[src/core/irq_arbiter_pkg.sv]
// constants and types shared by the two-level interrupt arbiter
package irq_arbiter_pkg;

   localparam int unsigned SRC_COUNT = 8;
   localparam int unsigned IDX_W = 3;
   localparam int unsigned DATA_W = 8;
   localparam int unsigned ADDR_W = 8;
   localparam int unsigned PORT_W = 8;
   localparam int unsigned PERIPH_COUNT = 6;

   // register offsets
   localparam logic [7:0] FLAG_ADDR = 8'h00;
   localparam logic [7:0] ENABLE_ADDR = 8'h04;
   localparam logic [7:0] PRIO_ADDR = 8'h08;
   localparam logic [7:0] GLOBAL_ADDR = 8'h0C;
   localparam logic [7:0] STATE_ADDR = 8'h10;
   localparam logic [7:0] PIN_CFG_ADDR = 8'hE4;

   // reset values
   localparam logic [7:0] FLAG_RESET = 8'h00;
   localparam logic [7:0] ENABLE_RESET = 8'h00;
   localparam logic [7:0] PRIO_RESET = 8'h00;
   localparam logic GLOBAL_RESET = 1'b0;
   localparam logic [7:0] PIN_CFG_RESET = 8'h01;

   // external_irq_pin_config fields
   localparam int unsigned ONE_POL_BIT = 7;
   localparam int unsigned ONE_SEL_LSB = 4;
   localparam int unsigned ZERO_POL_BIT = 3;
   localparam int unsigned ZERO_SEL_LSB = 0;

   // global and state register fields
   localparam int unsigned GLOBAL_EN_BIT = 0;
   localparam int unsigned ST_HIGH_BIT = 0;
   localparam int unsigned ST_LOW_BIT = 1;
   localparam int unsigned ST_CALL_BIT = 2;
   localparam int unsigned ST_HOLD_BIT = 3;
   localparam int unsigned ST_VEC_LSB = 4;

   // source slots; lower index wins a tie inside one level
   localparam int unsigned EXT_ZERO_SRC = 0;
   localparam int unsigned EXT_ONE_SRC = 1;
   localparam int unsigned PERIPH_LSB = 2;

   // timing in system clock cycles
   localparam int unsigned DETECT_CYCLES = 1;
   localparam int unsigned LONG_CALL_CYCLES = 5;
   localparam logic [2:0] CALL_LAST = 3'(LONG_CALL_CYCLES - 1);

   typedef enum logic {ST_IDLE, ST_CALL} arb_state_t;

endpackage : irq_arbiter_pkg

[src/core/pin_sync.sv]
// two-stage synchroniser for a group of asynchronous pins
`timescale 1ns/1ps
module pin_sync #(
   parameter int unsigned WIDTH = 8
) (
   input wire logic sys_clk,
   input wire logic sys_rst,
   input wire logic [WIDTH-1:0] async_in,
   output logic [WIDTH-1:0] sync_out
);

   logic [WIDTH-1:0] stage_one;

   // first stage feeds only the second stage
   always_ff @(posedge sys_clk)
   begin
      if (sys_rst)
      begin
         stage_one <= '0;
         sync_out <= '0;
      end
      else
      begin
         stage_one <= async_in;
         sync_out <= stage_one;
      end
   end

endmodule : pin_sync

[src/core/prio_pick.sv]
// picks the winning request: high level first, then lowest index
`timescale 1ns/1ps
module prio_pick (
   input wire logic [irq_arbiter_pkg::SRC_COUNT-1:0] req,
   input wire logic [irq_arbiter_pkg::SRC_COUNT-1:0] prio,
   output logic found,
   output logic is_high,
   output logic [irq_arbiter_pkg::IDX_W-1:0] index
);

   localparam int unsigned N = irq_arbiter_pkg::SRC_COUNT;

   logic [N-1:0] high_req;
   logic [N-1:0] pool;

   // lowest set bit of a vector
   function automatic logic [irq_arbiter_pkg::IDX_W-1:0] first_set(input logic [N-1:0] v);
      logic [irq_arbiter_pkg::IDX_W-1:0] r;
      r = '0;
      for (int i = N - 1; i >= 0; i--)
      begin
         if (v[i])
            r = irq_arbiter_pkg::IDX_W'(i);
      end
      return r;
   endfunction : first_set

   assign high_req = req & prio;
   assign is_high = |high_req;
   assign found = |req;
   assign pool = is_high ? high_req : req;
   assign index = first_set(pool);

endmodule : prio_pick

[src/core/irq_arbiter.sv]
// two-level interrupt arbiter with call sequencing and external pin inputs
//
// What this block does
// - every source has its own priority bit choosing low or high level
// - high request preempts a low routine; a high routine is never preempted
// - after a preempting high routine returns, the low routine resumes
// - all priority bits reset to low
// - higher level served first; ties broken by fixed source order
// - pending requests sampled and priority decoded every cycle
// - fastest response: detect, one instruction, five-cycle long call
// - after return_from_interrupt one more instruction runs before the next call
// - worst case nineteen cycles: detect, return, divide, long call
// - equal or lower request waits for return plus one instruction
// - config bit 7 sets external_irq_one polarity, 1 active high
// - config bits 6:4 pick the port 0 pin for external_irq_one
// - config bit 3 sets external input zero polarity, 1 active high
// - config bits 2:0 pick the port 0 pin for external input zero
// - external inputs only observe port pins, never drive them
// - a flag starts a call only with its own and the global enable set; irq ignores the global enable
//
// Design decision made here: the strobed register port.
`timescale 1ns/1ps
module irq_arbiter (
   input wire logic sys_clk,
   input wire logic sys_rst,
   input wire logic [irq_arbiter_pkg::ADDR_W-1:0] reg_addr,
   input wire logic [irq_arbiter_pkg::DATA_W-1:0] reg_wdata,
   input wire logic reg_wr,
   input wire logic reg_rd,
   output logic [irq_arbiter_pkg::DATA_W-1:0] reg_rdata,
   input wire logic [irq_arbiter_pkg::PORT_W-1:0] port0_pins,
   input wire logic [irq_arbiter_pkg::PERIPH_COUNT-1:0] periph_event,
   input wire logic instr_done,
   input wire logic return_from_interrupt_done,
   output logic call_busy,
   output logic [irq_arbiter_pkg::IDX_W-1:0] call_vector,
   output logic in_service_high,
   output logic in_service_low,
   output logic irq
);

   localparam int unsigned N = irq_arbiter_pkg::SRC_COUNT;
   localparam int unsigned W = irq_arbiter_pkg::IDX_W;

   function automatic logic hit(input logic [7:0] addr, input logic [7:0] offset);
      return addr == offset;
   endfunction : hit

   // register bus decode
   logic wr_flag;
   logic wr_enable;
   logic wr_prio;
   logic wr_global;
   logic wr_cfg;
   assign wr_flag = reg_wr && hit(reg_addr, irq_arbiter_pkg::FLAG_ADDR);
   assign wr_enable = reg_wr && hit(reg_addr, irq_arbiter_pkg::ENABLE_ADDR);
   assign wr_prio = reg_wr && hit(reg_addr, irq_arbiter_pkg::PRIO_ADDR);
   assign wr_global = reg_wr && hit(reg_addr, irq_arbiter_pkg::GLOBAL_ADDR);
   assign wr_cfg = reg_wr && hit(reg_addr, irq_arbiter_pkg::PIN_CFG_ADDR);

   logic [N-1:0] flag;
   logic [N-1:0] enable;
   logic [N-1:0] prio;
   logic global_en;
   logic [7:0] pin_cfg;

   // external pins: observe only, no drive path exists
   logic [irq_arbiter_pkg::PORT_W-1:0] pins_sync;
   pin_sync #(.WIDTH(irq_arbiter_pkg::PORT_W)) u_pin_sync (
      .sys_clk(sys_clk),
      .sys_rst(sys_rst),
      .async_in(port0_pins),
      .sync_out(pins_sync)
   );

   logic [W-1:0] ext_one_pin_select;
   logic [W-1:0] ext_zero_pin_select;
   logic ext_irq_one_polarity;
   logic ext_irq_zero_polarity;
   assign ext_irq_one_polarity = pin_cfg[irq_arbiter_pkg::ONE_POL_BIT];
   assign ext_one_pin_select = pin_cfg[irq_arbiter_pkg::ONE_SEL_LSB +: W];
   assign ext_irq_zero_polarity = pin_cfg[irq_arbiter_pkg::ZERO_POL_BIT];
   assign ext_zero_pin_select = pin_cfg[irq_arbiter_pkg::ZERO_SEL_LSB +: W];

   // polarity applied after synchronising; active level is true
   logic external_irq_one;
   logic ext_irq_zero;
   assign external_irq_one = pins_sync[ext_one_pin_select] == ext_irq_one_polarity;
   assign ext_irq_zero = pins_sync[ext_zero_pin_select] == ext_irq_zero_polarity;

   // edge sensing, so a held level posts one flag per assertion
   logic ext_one_prev;
   logic ext_zero_prev;
   always_ff @(posedge sys_clk)
   begin
      if (sys_rst)
      begin
         // start as already active: synced pins read low after reset, no false edge
         ext_one_prev <= 1'b1;
         ext_zero_prev <= 1'b1;
      end
      else
      begin
         ext_one_prev <= external_irq_one;
         ext_zero_prev <= ext_irq_zero;
      end
   end

   logic [N-1:0] flag_set;
   logic [N-1:0] next_flag;
   assign flag_set = {periph_event, external_irq_one & ~ext_one_prev,
                      ext_irq_zero & ~ext_zero_prev};
   // a new event beats a write-one clear in the same cycle
   assign next_flag = (flag & ~(wr_flag ? reg_wdata : 8'h00)) | flag_set;

   // configuration registers
   always_ff @(posedge sys_clk)
   begin
      if (sys_rst)
      begin
         flag <= irq_arbiter_pkg::FLAG_RESET;
         enable <= irq_arbiter_pkg::ENABLE_RESET;
         prio <= irq_arbiter_pkg::PRIO_RESET;
         global_en <= irq_arbiter_pkg::GLOBAL_RESET;
         pin_cfg <= irq_arbiter_pkg::PIN_CFG_RESET;
      end
      else
      begin
         flag <= next_flag;
         if (wr_enable)
            enable <= reg_wdata;
         if (wr_prio)
            prio <= reg_wdata;
         if (wr_global)
            global_en <= reg_wdata[irq_arbiter_pkg::GLOBAL_EN_BIT];
         if (wr_cfg)
            pin_cfg <= reg_wdata;
      end
   end

   // requests and arbitration, re-evaluated every cycle
   logic [N-1:0] req;
   assign req = flag & enable & {N{global_en}};

   logic pick_found;
   logic pick_high;
   logic [W-1:0] pick_idx;
   prio_pick u_prio_pick (
      .req(req),
      .prio(prio),
      .found(pick_found),
      .is_high(pick_high),
      .index(pick_idx)
   );

   irq_arbiter_pkg::arb_state_t state;
   irq_arbiter_pkg::arb_state_t next_state;
   logic [2:0] call_count;
   logic hi_active;
   logic lo_active;
   logic hold_one;

   // high preempts low; nothing preempts high; same level waits
   logic level_ok;
   assign level_ok = pick_high ? !hi_active : (!hi_active && !lo_active);

   // calls start only at an instruction boundary, so a return is always followed by
   // at least one instruction before the next call
   logic start_call;
   assign start_call = (state == irq_arbiter_pkg::ST_IDLE) && instr_done
                       && pick_found && level_ok;

   logic call_end;
   assign call_end = (state == irq_arbiter_pkg::ST_CALL)
                     && (call_count == irq_arbiter_pkg::CALL_LAST);

   always_comb
   begin
      case (state)
         irq_arbiter_pkg::ST_IDLE: next_state = start_call ? irq_arbiter_pkg::ST_CALL
                                                           : irq_arbiter_pkg::ST_IDLE;
         irq_arbiter_pkg::ST_CALL: next_state = call_end ? irq_arbiter_pkg::ST_IDLE
                                                         : irq_arbiter_pkg::ST_CALL;
         default: next_state = irq_arbiter_pkg::ST_IDLE;
      endcase
   end

   always_ff @(posedge sys_clk)
   begin
      if (sys_rst)
      begin
         state <= irq_arbiter_pkg::ST_IDLE;
         call_count <= 3'h0;
         call_busy <= 1'b0;
         call_vector <= '0;
      end
      else
      begin
         state <= next_state;
         call_count <= (next_state == irq_arbiter_pkg::ST_CALL && !start_call)
                       ? call_count + 3'h1 : 3'h0;
         call_busy <= next_state == irq_arbiter_pkg::ST_CALL;
         if (start_call)
            call_vector <= pick_idx;
      end
   end

   // in-service levels; a return retires the most recent level first
   always_ff @(posedge sys_clk)
   begin
      if (sys_rst)
      begin
         hi_active <= 1'b0;
         lo_active <= 1'b0;
         hold_one <= 1'b0;
      end
      else
      begin
         if (start_call && pick_high)
            hi_active <= 1'b1;
         else if (return_from_interrupt_done && hi_active)
            hi_active <= 1'b0;
         if (start_call && !pick_high)
            lo_active <= 1'b1;
         else if (return_from_interrupt_done && !hi_active)
            lo_active <= 1'b0;
         if (return_from_interrupt_done)
            hold_one <= 1'b1;
         else if (instr_done)
            hold_one <= 1'b0;
      end
   end

   assign in_service_high = hi_active;
   assign in_service_low = lo_active;

   // interrupt output and read port
   always_ff @(posedge sys_clk)
   begin
      if (sys_rst)
         irq <= 1'b0;
      else
         irq <= |(next_flag & enable);
   end

   logic [7:0] state_word;
   logic [7:0] read_mux;
   assign state_word = {1'b0, call_vector, hold_one, call_busy, lo_active, hi_active};
   assign read_mux = hit(reg_addr, irq_arbiter_pkg::FLAG_ADDR) ? flag
                   : hit(reg_addr, irq_arbiter_pkg::ENABLE_ADDR) ? enable
                   : hit(reg_addr, irq_arbiter_pkg::PRIO_ADDR) ? prio
                   : hit(reg_addr, irq_arbiter_pkg::GLOBAL_ADDR) ? {7'h00, global_en}
                   : hit(reg_addr, irq_arbiter_pkg::STATE_ADDR) ? state_word
                   : hit(reg_addr, irq_arbiter_pkg::PIN_CFG_ADDR) ? pin_cfg
                   : 8'h00;

   always_ff @(posedge sys_clk)
   begin
      if (sys_rst)
         reg_rdata <= 8'h00;
      else
         reg_rdata <= reg_rd ? read_mux : 8'h00;
   end

   logic [N-1:0] lower_mask;
   assign lower_mask = 8'((9'h001 << pick_idx) - 9'h001);
endmodule : irq_arbiter

[config.mk]
export PLATFORM = sky130hd
export DESIGN_NAME = irq_arbiter
export DESIGN_NICKNAME = d
export VERILOG_FILES = /design/src/core/irq_arbiter_pkg.sv /design/src/core/pin_sync.sv /design/src/core/prio_pick.sv /design/src/core/irq_arbiter.sv
export SDC_FILE = /design/constraint.sdc
export NUM_CORES = 1
export LEC_CHECK = 0
export BUFFER_PORTS_ARGS = -buffer_cell sky130_fd_sc_hd__buf_2
export CORE_UTILIZATION = 44
export DETAILED_ROUTE_END_ITERATION = 6
export PLACE_DENSITY_LB_ADDON = 0.2
export SLEW_MARGIN = 20
export SYNTH_ARGS = -nofsm -noshare
export SYNTH_HDL_FRONTEND = slang
export SYNTH_SLANG_ARGS = --single-unit
[constraint.sdc]
create_clock -name sys_clk -period 1.8 [get_ports sys_clk]
set_input_delay 0.18 -clock sys_clk [delete_from_list [all_inputs] [get_ports sys_clk]]
set_output_delay 0.18 -clock sys_clk [all_outputs]
set_load 0.005 [all_outputs]
==> results of run 1 <==
==> how the worst min path moves through the flow <==
| stage | start | slack, ns | to |
|---|---|---|---|
| CTS | port0_pins[5] | 0.03 | u_pin_sync.stage_one[5]$_SDFF_PP0_ |
| detailed placement | port0_pins[0] | 0.39 | u_pin_sync.stage_one[0]$_SDFF_PP0_ |
| finish | port0_pins[0] | 0.03 | u_pin_sync.stage_one[0]$_SDFF_PP0_ |
| floorplan | periph_event[4] | 0.30 | flag[6]$_SDFF_PP0_ |
| global route | port0_pins[3] | 0.02 | u_pin_sync.stage_one[3]$_SDFF_PP0_ |
| global placement | port0_pins[0] | 0.39 | u_pin_sync.stage_one[0]$_SDFF_PP0_ |
==> registers in the layout (all words and copies together), names as in the netlist <==
name / flops
global_en: 1
in_service_high: 1
state: 1
hold_one: 1
irq: 1
prio: 8
call_count: 3
u_pin_sync.stage_one: 8
flag: 8
call_vector: 3
ext_one_prev: 1
in_service_low: 1
reg_rdata: 8
u_pin_sync.sync_out: 8
ext_zero_prev: 1
enable: 8
pin_cfg: 8
==> power by group <==
| group | leakage (µW) | switching, µW | internal, µW |
|---|---|---|---|
| Combinational | 0.00115 | 109 | 102 |
| Sequential | 0.000576 | 22.2 | 1580 |
| Clock | 0.000110 | 599 | 821 |
==> repair_timing <==
action                                  in CTS  in global routing
pin swaps                                    8                 10
endpoints found under the setup margin       5                  7
cloned                                       0                  0
setup buffers                                9                  5
gates resized for setup                     23                 20
endpoints found under the hold margin        0                  0
==> per-layer routing <==
metal / share of wire / vias up
met5: 0 / -
met4: 0.021 / 0
met3: 0.080 / 20
met2: 0.45 / 160
met1: 0.45 / 1526
li1: - / 1573
==> cells in the final DEF (no fill, tap or decap), types with 3 or more instances in the layout <==
master / count
buf_4: 87
a31oi_1: 10
a21oi_1: 33
o21ai_0: 3
nand3_1: 34
nand4_1: 11
nor3_1: 4
and3_1: 5
and2_1: 5
dfxtp_2: 11
o22ai_1: 3
nor2_1: 15
and4_1: 4
buf_2: 50
nand2_1: 41
a222oi_1: 4
dfxtp_4: 4
clkbuf_8: 10
mux4_2: 4
a21o_1: 3
mux2i_1: 3
nor2b_1: 17
dfxtp_1: 55
inv_1: 11
a22oi_1: 13
==> per-stage QoR <==
step / instances / power [µW] / hold slack (ns) / setup TNS [ns] / utilization
after floorplan: 355 / 1710 / 0.304 / 0 / -
after global placement: 556 / 1830 / 0.388 / -1.00 / 0.579
after detailed placement: 556 / 1830 / 0.394 / -0.812 / 0.579
after CTS: 581 / 3240 / 0.0256 / -0.0209 / 0.630
after global routing: 584 / 3330 / 0.0193 / -0.511 / 0.645
final: 584 / 3230 / 0.0348 / -0.294 / 0.645
==> area by class of cell <==
cell class                 count  area (µm²)  share of cell area
multi-input combinational    253        1650               0.377
sequential                    70        1430               0.326
timing repair buffer         138         915               0.209
clock buffer                  11         141              0.0323
tap                           96         120              0.0274
clock inverter                 5        81.3              0.0186
inverter                      11        41.3             0.00942
==> cells by family (layout without fill, tap and decap cells) <==
kind of cell / after synthesis / count (layout) / share of synthesized area
mux: 9 / 9 / 0.0453
flops: 70 / 70 / 0.453
buf+inv: 32 / 165 / 0.0453
xor+xnor: 2 / 2 / 0.00567
compound gates: 91 / 91 / 0.196
fa+ha+maj: 2 / 2 / 0.00809
simple gates: 149 / 149 / 0.246
==> flow_summary.rst, run 1 <==
.. list-table::
   :header-rows: 1

   * - Metric
     - Value
   * - Post-CTS clock slew at the launch and capture registers of the worst setup and hold paths
     - 0.07 ns
   * - Routed len/inst
     - 16.9 µm
   * - EDFF count, synth
     - 0
   * - Cell with the most instances after synthesis
     - dfxtp_1
   * - Design Area, Final
     - 4380 µm²
   * - Leakage component of the power
     - 0.00184 µW
   * - CP endpoint
     - call_vector[2]$_SDFFE_PP0P_
   * - Detailed Route WL
     - 9840 µm
   * - Fmax
     - 520 MHz
   * - Minimum setup slack in the final design
     - -0.122 ns
   * - Sequential element share of the synthesized area
     - 0.453
   * - Cell types occupying the most area after synthesis
     - dfxtp_1, a21oi_1, nand3_1
   * - Endpoint of the lowest-slack register-to-register path
     - call_vector[2]$_SDFFE_PP0P_
   * - FFs w/ async S/R, synth
     - 0
   * - PortBufs
     - 50
   * - Vertical extent of the die
     - 85.8 µm
   * - Die extent in x
     - 85.8 µm
   * - Fraction of layout instances using a drive strength above 1
     - 0.400
   * - Area Overhead vs Synth
     - 41.8%
   * - Worst-case clock buffer depth
     - 2
   * - Share of Yosys cell area claimed by the top area cell type
     - 0.453
   * - Total stage count of the critical path
     - 7
   * - Number of vias after detailed routing
     - 3279
   * - Floorplan row count
     - 30
   * - ANT nets after route
     - 0
   * - Yosys warning total
     - 0
   * - Most area-hungry cell type in the Yosys netlist
     - dfxtp_1
   * - Last weighted congestion value of the routability-driven placer
     - 0.904
   * - CTS tree
     - built
   * - Launching element type of the critical path
     - flop
   * - Launch point of the critical path
     - global_en$_SDFFE_PP0P_
   * - Worst hold stages
     - 2
   * - Antenna violations before repair
     - 0
   * - RR Startpoint
     - global_en$_SDFFE_PP0P_
   * - Crit-path most repeated cell
     - nand4_1
   * - Vias in the first global route
     - 2896
   * - Root Driver
     - clkbuf_8
   * - Endpoint arrival time on the critical path
     - 2.21 ns
   * - Net count of the mapped netlist
     - 393
   * - Category of the critical setup timing path
     - reg2reg
   * - Worst-path cell chain
     - buf_4 > nand4_1 > nand4_1 > nor3_1 > or2_4 > or4b_4 > a21oi_2
   * - Mean instance size in the synthesized netlist
     - 8.71 µm²
   * - Total power per unit cell area
     - 737 nW/µm²
   * - Category of cells accounting for the largest share of critical-path delay
     - simple AND/OR/NAND/NOR gates
   * - Element type at the critical path end
     - flop
   * - IO Count
     - 51
   * - Max Slew Vio Count
     - 0
   * - Slowest cell delay on critical path
     - 0.53 ns
   * - Clock tree sinks
     - 70
   * - Most used routing layer in global routing
     - met2
   * - Worst ir drop on vdd
     - 0.000523 V
   * - Starting density of the core
     - 0.455
   * - Synth Flop Type
     - dfxtp_1
   * - Worst-Margin Slew
     - 0.539 ns
   * - Met2 usage in global routing
     - 0.413
   * - Violated checks
     - design-rule violations, negative setup slack
   * - Critical path buffers and inverters
     - 1
   * - Instance count of the mapped netlist
     - 355
   * - Placed standard-cell area
     - 3930 µm²
   * - Worst reg2reg setup slack
     - -0.12 ns
   * - Leading cell types by count after synthesis
     - dfxtp_1, nand2_1, a21oi_1, nand3_1
   * - RSZ-0062 raised after global routing
     - true
   * - Number of iterations in the first detailed-routing pass
     - 7
   * - Relative max-transition margin
     - 0.640
   * - Maximum number of pins on one net before global-route repair
     - 49
   * - Worst-path maximum fanout
     - 6
   * - Post-DP HPWL
     - 7070 µm
   * - Cell Area, Synth
     - 3090 µm²
   * - Number of inserted filler cells in the final layout
     - 582
   * - Grt total ovfl
     - 0
   * - Number of nets in the final layout
     - 521
   * - TritonCTS Buffers
     - 9
   * - Antenna diode count
     - 0
   * - Hold crit path type
     - in2reg
   * - Clock H-tree levels
     - 3
   * - Flip-flop and latch count after synthesis
     - 70
   * - Distinct cell type count of the synthesized netlist
     - 49
   * - GRT Util Overall
     - 0.272
   * - Worst path required time
     - 2.08 ns
   * - Ratio of routed vias to standard cells
     - 5.61
   * - Hold-fix buffers, CTS
     - 0
   * - Count of final setup violators
     - 3
   * - Place WS
     - -0.301 ns
   * - Number of hold violations in the final report
     - 0
   * - Slowest stage cell on the critical path
     - or4b_4
   * - Met1 capacity usage during global routing
     - 0.382
   * - DRC errors left
     - 1
   * - Worst-Skew Late Latency
     - 0.35 ns
   * - Outcome
     - finished, violations left
   * - GR met3 Demand/Resource
     - 0.0712
   * - First-pass GRT wire length
     - 14900 µm
   * - 1st-iter DRT viols
     - 294
   * - Final worst-path cycle share
     - 1.07
   * - Die Area
     - 7370 µm²
   * - Depth of the worst register-to-register path
     - 7
   * - Setup clock skew after layout
     - 0.00818 ns
   * - Total of max-cap violations
     - 0
   * - Area of the core
     - 6790 µm²
   * - Minimum clock period
     - 1.92 ns
Power figures use the tool's default switching activity.
==> run 2, diff against run 1 <==
--- a/config.mk
+++ b/config.mk
@@ -6,10 +6,9 @@
 export NUM_CORES = 1
 export LEC_CHECK = 0
 export BUFFER_PORTS_ARGS = -buffer_cell sky130_fd_sc_hd__buf_2
-export CORE_UTILIZATION = 44
+export CORE_UTILIZATION = 40
 export DETAILED_ROUTE_END_ITERATION = 6
 export PLACE_DENSITY_LB_ADDON = 0.2
-export SLEW_MARGIN = 20
 export SYNTH_ARGS = -nofsm -noshare
 export SYNTH_HDL_FRONTEND = slang
 export SYNTH_SLANG_ARGS = --single-unit
==> flow_summary.rst, run 2 (same netlist as run 1, synthesis figures left out) <==
.. list-table::
   :header-rows: 1

   * - Metric
     - Value
   * - Design Area, Final
     - 4360 µm² (-0.60%)
   * - Number of vias after detailed routing
     - 3181 (-3.0%)
   * - Routed len/inst
     - 17.4 µm (+3.3%)
   * - Minimum setup slack in the final design
     - -0.0998 ns (+0.0222 ns)
   * - Floorplan row count
     - 31 (+3.3%)
   * - CTS tree
     - built
   * - Worst path required time
     - 2.09 ns (about the same)
   * - ANT nets after route
     - 0 (unchanged)
   * - First-pass GRT wire length
     - 16200 µm (+8.8%)
   * - Relative max-transition margin
     - 0.695 (+0.0540)
   * - Vias in the first global route
     - 3062 (+5.7%)
   * - Most frequent cells in the layout
     - buf_4, dfxtp_1, buf_2
   * - Placed standard-cell area
     - 3930 µm² (about the same)
   * - Multi-input combinational cell area
     - 1650 µm² (-0.30%)
   * - Area of the core
     - 7370 µm² (+8.5%)
   * - Worst-case clock buffer depth
     - 2 (unchanged)
   * - GRT Util Overall
     - 0.264 (-0.00764)
   * - Slowest stage cell on the critical path
     - or4b_1
   * - Last weighted congestion value of the routability-driven placer
     - 0.965 (+6.7%)
   * - Number of nets in the final layout
     - 515 (-1.2%)
   * - Setup clock skew after layout
     - 0.00880 ns (+0.000622 ns)
   * - Worst reg2reg setup slack
     - -0.1 ns (+0.02 ns)
   * - Number of inserted filler cells in the final layout
     - 706 (+21%)
   * - Clock tree sinks
     - 70 (unchanged)
   * - Clock network fraction of design power
     - 0.426 (-0.014)
   * - Cell internal power dissipation
     - 2370 µW (-5.2%)
   * - Starting density of the core
     - 0.420 (-0.0355)
   * - Slowest cell delay on critical path
     - 0.53 ns (about the same)
   * - Outcome
     - finished, violations left
   * - Share of power burned in registers
     - 0.507 (+0.012)
   * - GR met3 Demand/Resource
     - 0.0423 (-0.0289)
   * - Element type at the critical path end
     - flop
   * - RSZ-0062 raised after global routing
     - true
   * - Antenna violations before repair
     - 0 (unchanged)
   * - IO Count
     - 51 (unchanged)
   * - Root Driver
     - clkbuf_8
   * - Minimum clock period
     - 1.90 ns (-0.0222 ns)
   * - Sequential cell area
     - 1430 µm² (-0.35%)
   * - Net switching power of the design
     - 783 µW (+7.1%)
   * - Violated checks
     - negative setup slack
   * - Die Area
     - 8080 µm² (+9.8%)
   * - Fraction of the core area covered by cells at the end of the flow
     - 0.591 (-0.0539)
   * - Area Overhead vs Synth
     - 40.9%
   * - Number of iterations in the first detailed-routing pass
     - 5 (-2)
   * - Place WS
     - -0.352 ns (-0.0518 ns)
   * - Antenna diode count
     - 0 (unchanged)
   * - Launching element type of the critical path
     - flop
   * - Final worst-path cycle share
     - 1.06 (-0.0123)
   * - Hold crit path type
     - in2reg
   * - Met2 usage in global routing
     - 0.419 (+0.00614)
   * - Crit-path most repeated cell
     - nand4_1
   * - Ratio of routed vias to standard cells
     - 5.48 (-2.5%)
   * - Worst-path cell chain
     - buf_6 > nand4_1 > nand4_1 > nor2_2 > o2111a_1 > or4b_1 > a21oi_2
   * - Fraction of layout instances using a drive strength above 1
     - 0.390 (-0.00955)
   * - Worst-path maximum fanout
     - 4 (-2)
   * - Fmax
     - 526 MHz (+1.2%)
   * - Total negative slack for setup checks
     - -0.215 ns (+0.0789 ns)
   * - Post-DP HPWL
     - 7620 µm (+7.9%)
   * - 1st-iter DRT viols
     - 197 (-33%)
   * - TritonCTS Buffers
     - 9 (unchanged)
   * - Detailed Route WL
     - 10100 µm (+2.8%)
   * - PortBufs
     - 50 (unchanged)
   * - Most used routing layer in global routing
     - met2
   * - Worst-Margin Slew
     - 0.458 ns (-0.0811 ns)
   * - Total power per unit cell area
     - 723 nW/µm² (-1.8%)
   * - Most common cell after layout, fill and taps aside
     - buf_4
   * - Worst-Skew Late Latency
     - 0.35 ns (about the same)
   * - Total of max-cap violations
     - 0 (unchanged)
   * - Max Slew Vio Count
     - 0 (unchanged)
   * - Fraction of power spent switching nets
     - 0.248 (+0.0221)
   * - Hold-fix buffers, CTS
     - 0 (unchanged)
   * - Vertical extent of the die
     - 89.9 µm (+4.8%)
   * - Clock H-tree levels
     - 3 (unchanged)
   * - Category of the critical setup timing path
     - reg2reg
   * - Count of final setup violators
     - 3 (unchanged)
   * - Met1 capacity usage during global routing
     - 0.363 (-0.0188)
   * - DRC errors left
     - 0 (-1)
   * - Leakage component of the power
     - 0.00177 µW (-3.4%)
   * - Number of hold violations in the final report
     - 0 (unchanged)
   * - Worst ir drop on vdd
     - 0.000449 V (-14%)
   * - Logic pwr share
     - 0.068 (+0.003)
   * - Post-CTS clock slew at the launch and capture registers of the worst setup and hold paths
     - 0.08 ns (about the same)
   * - Endpoint arrival time on the critical path
     - 2.19 ns (-0.02 ns)
   * - Grt total ovfl
     - 0 (unchanged)
   * - Maximum number of pins on one net before global-route repair
     - 45 (-8.2%)
   * - Die extent in x
     - 89.9 µm (+4.8%)
## run 2: cell type report
type | instances | share of cell area
multi-input combinational | 253 | 0.379
sequential | 70 | 0.327
timing repair buffer | 132 | 0.209
clock buffer | 10 | 0.0316
tap | 99 | 0.0284
clock inverter | 6 | 0.0161
inverter | 11 | 0.00948
## run 2: routing by layer
layer | up-vias | wire length [µm]
li1 | 1553 | -
met5 | - | 0
met4 | 0 | 177
met1 | 1503 | 4720
met3 | 14 | 541
met2 | 111 | 4680
## run 2: path summary, 6_finish.rpt
kind / start / end / depth (start not counted)
max reg2reg: global_en$_SDFFE_PP0P_ / call_vector[2]$_SDFFE_PP0P_ / 7
min reg2reg: u_pin_sync.stage_one[2]$_SDFF_PP0_ / u_pin_sync.sync_out[2]$_SDFF_PP0_ / 1
min: port0_pins[6] / u_pin_sync.stage_one[6]$_SDFF_PP0_ / 2
max: global_en$_SDFFE_PP0P_ / call_vector[2]$_SDFFE_PP0P_ / 7
## run 2: what timing repair did
| item | 4_1_cts | 5_1_grt |
|---|---|---|
| setup buffers | 10 | 2 |
| resized for setup | 32 | 11 |
| pin swaps | 13 | 8 |
| endpoints found under the setup margin | 5 | 15 |
## run 2: worst max-delay path, delay by kind of cell (launching register included)
family,cells,cell delay (ns)
AOI/OAI and AO/OA,2,0.40
and+or+nand+nor,4,0.96
buffers and inverters,1,0.10
DFF,1,0.37
## run 2: per-stage QoR
| stage | hold WS [ns] | total power [µW] | cells |
|---|---|---|---|
| 3_3_place_gp | 0.386 | 1830 | 555 |
| 2_1_floorplan | 0.304 | 1710 | 355 |
| 4_1_cts | 0.0210 | 3160 | 581 |
| 5_1_grt | 0.0242 | 3260 | 581 |
| 3_5_place_dp | 0.393 | 1840 | 555 |
| 6_report | 0.0289 | 3150 | 581 |
## run 2: power groups by stage
stage	registers (µW)	logic, µW	clock network (µW)
after CTS	1600	206	1350
after floorplan	1630	78.5	0
final	1600	213	1340
after global placement	1640	198	0
after global routing	1600	232	1420
after detailed placement	1640	201	0
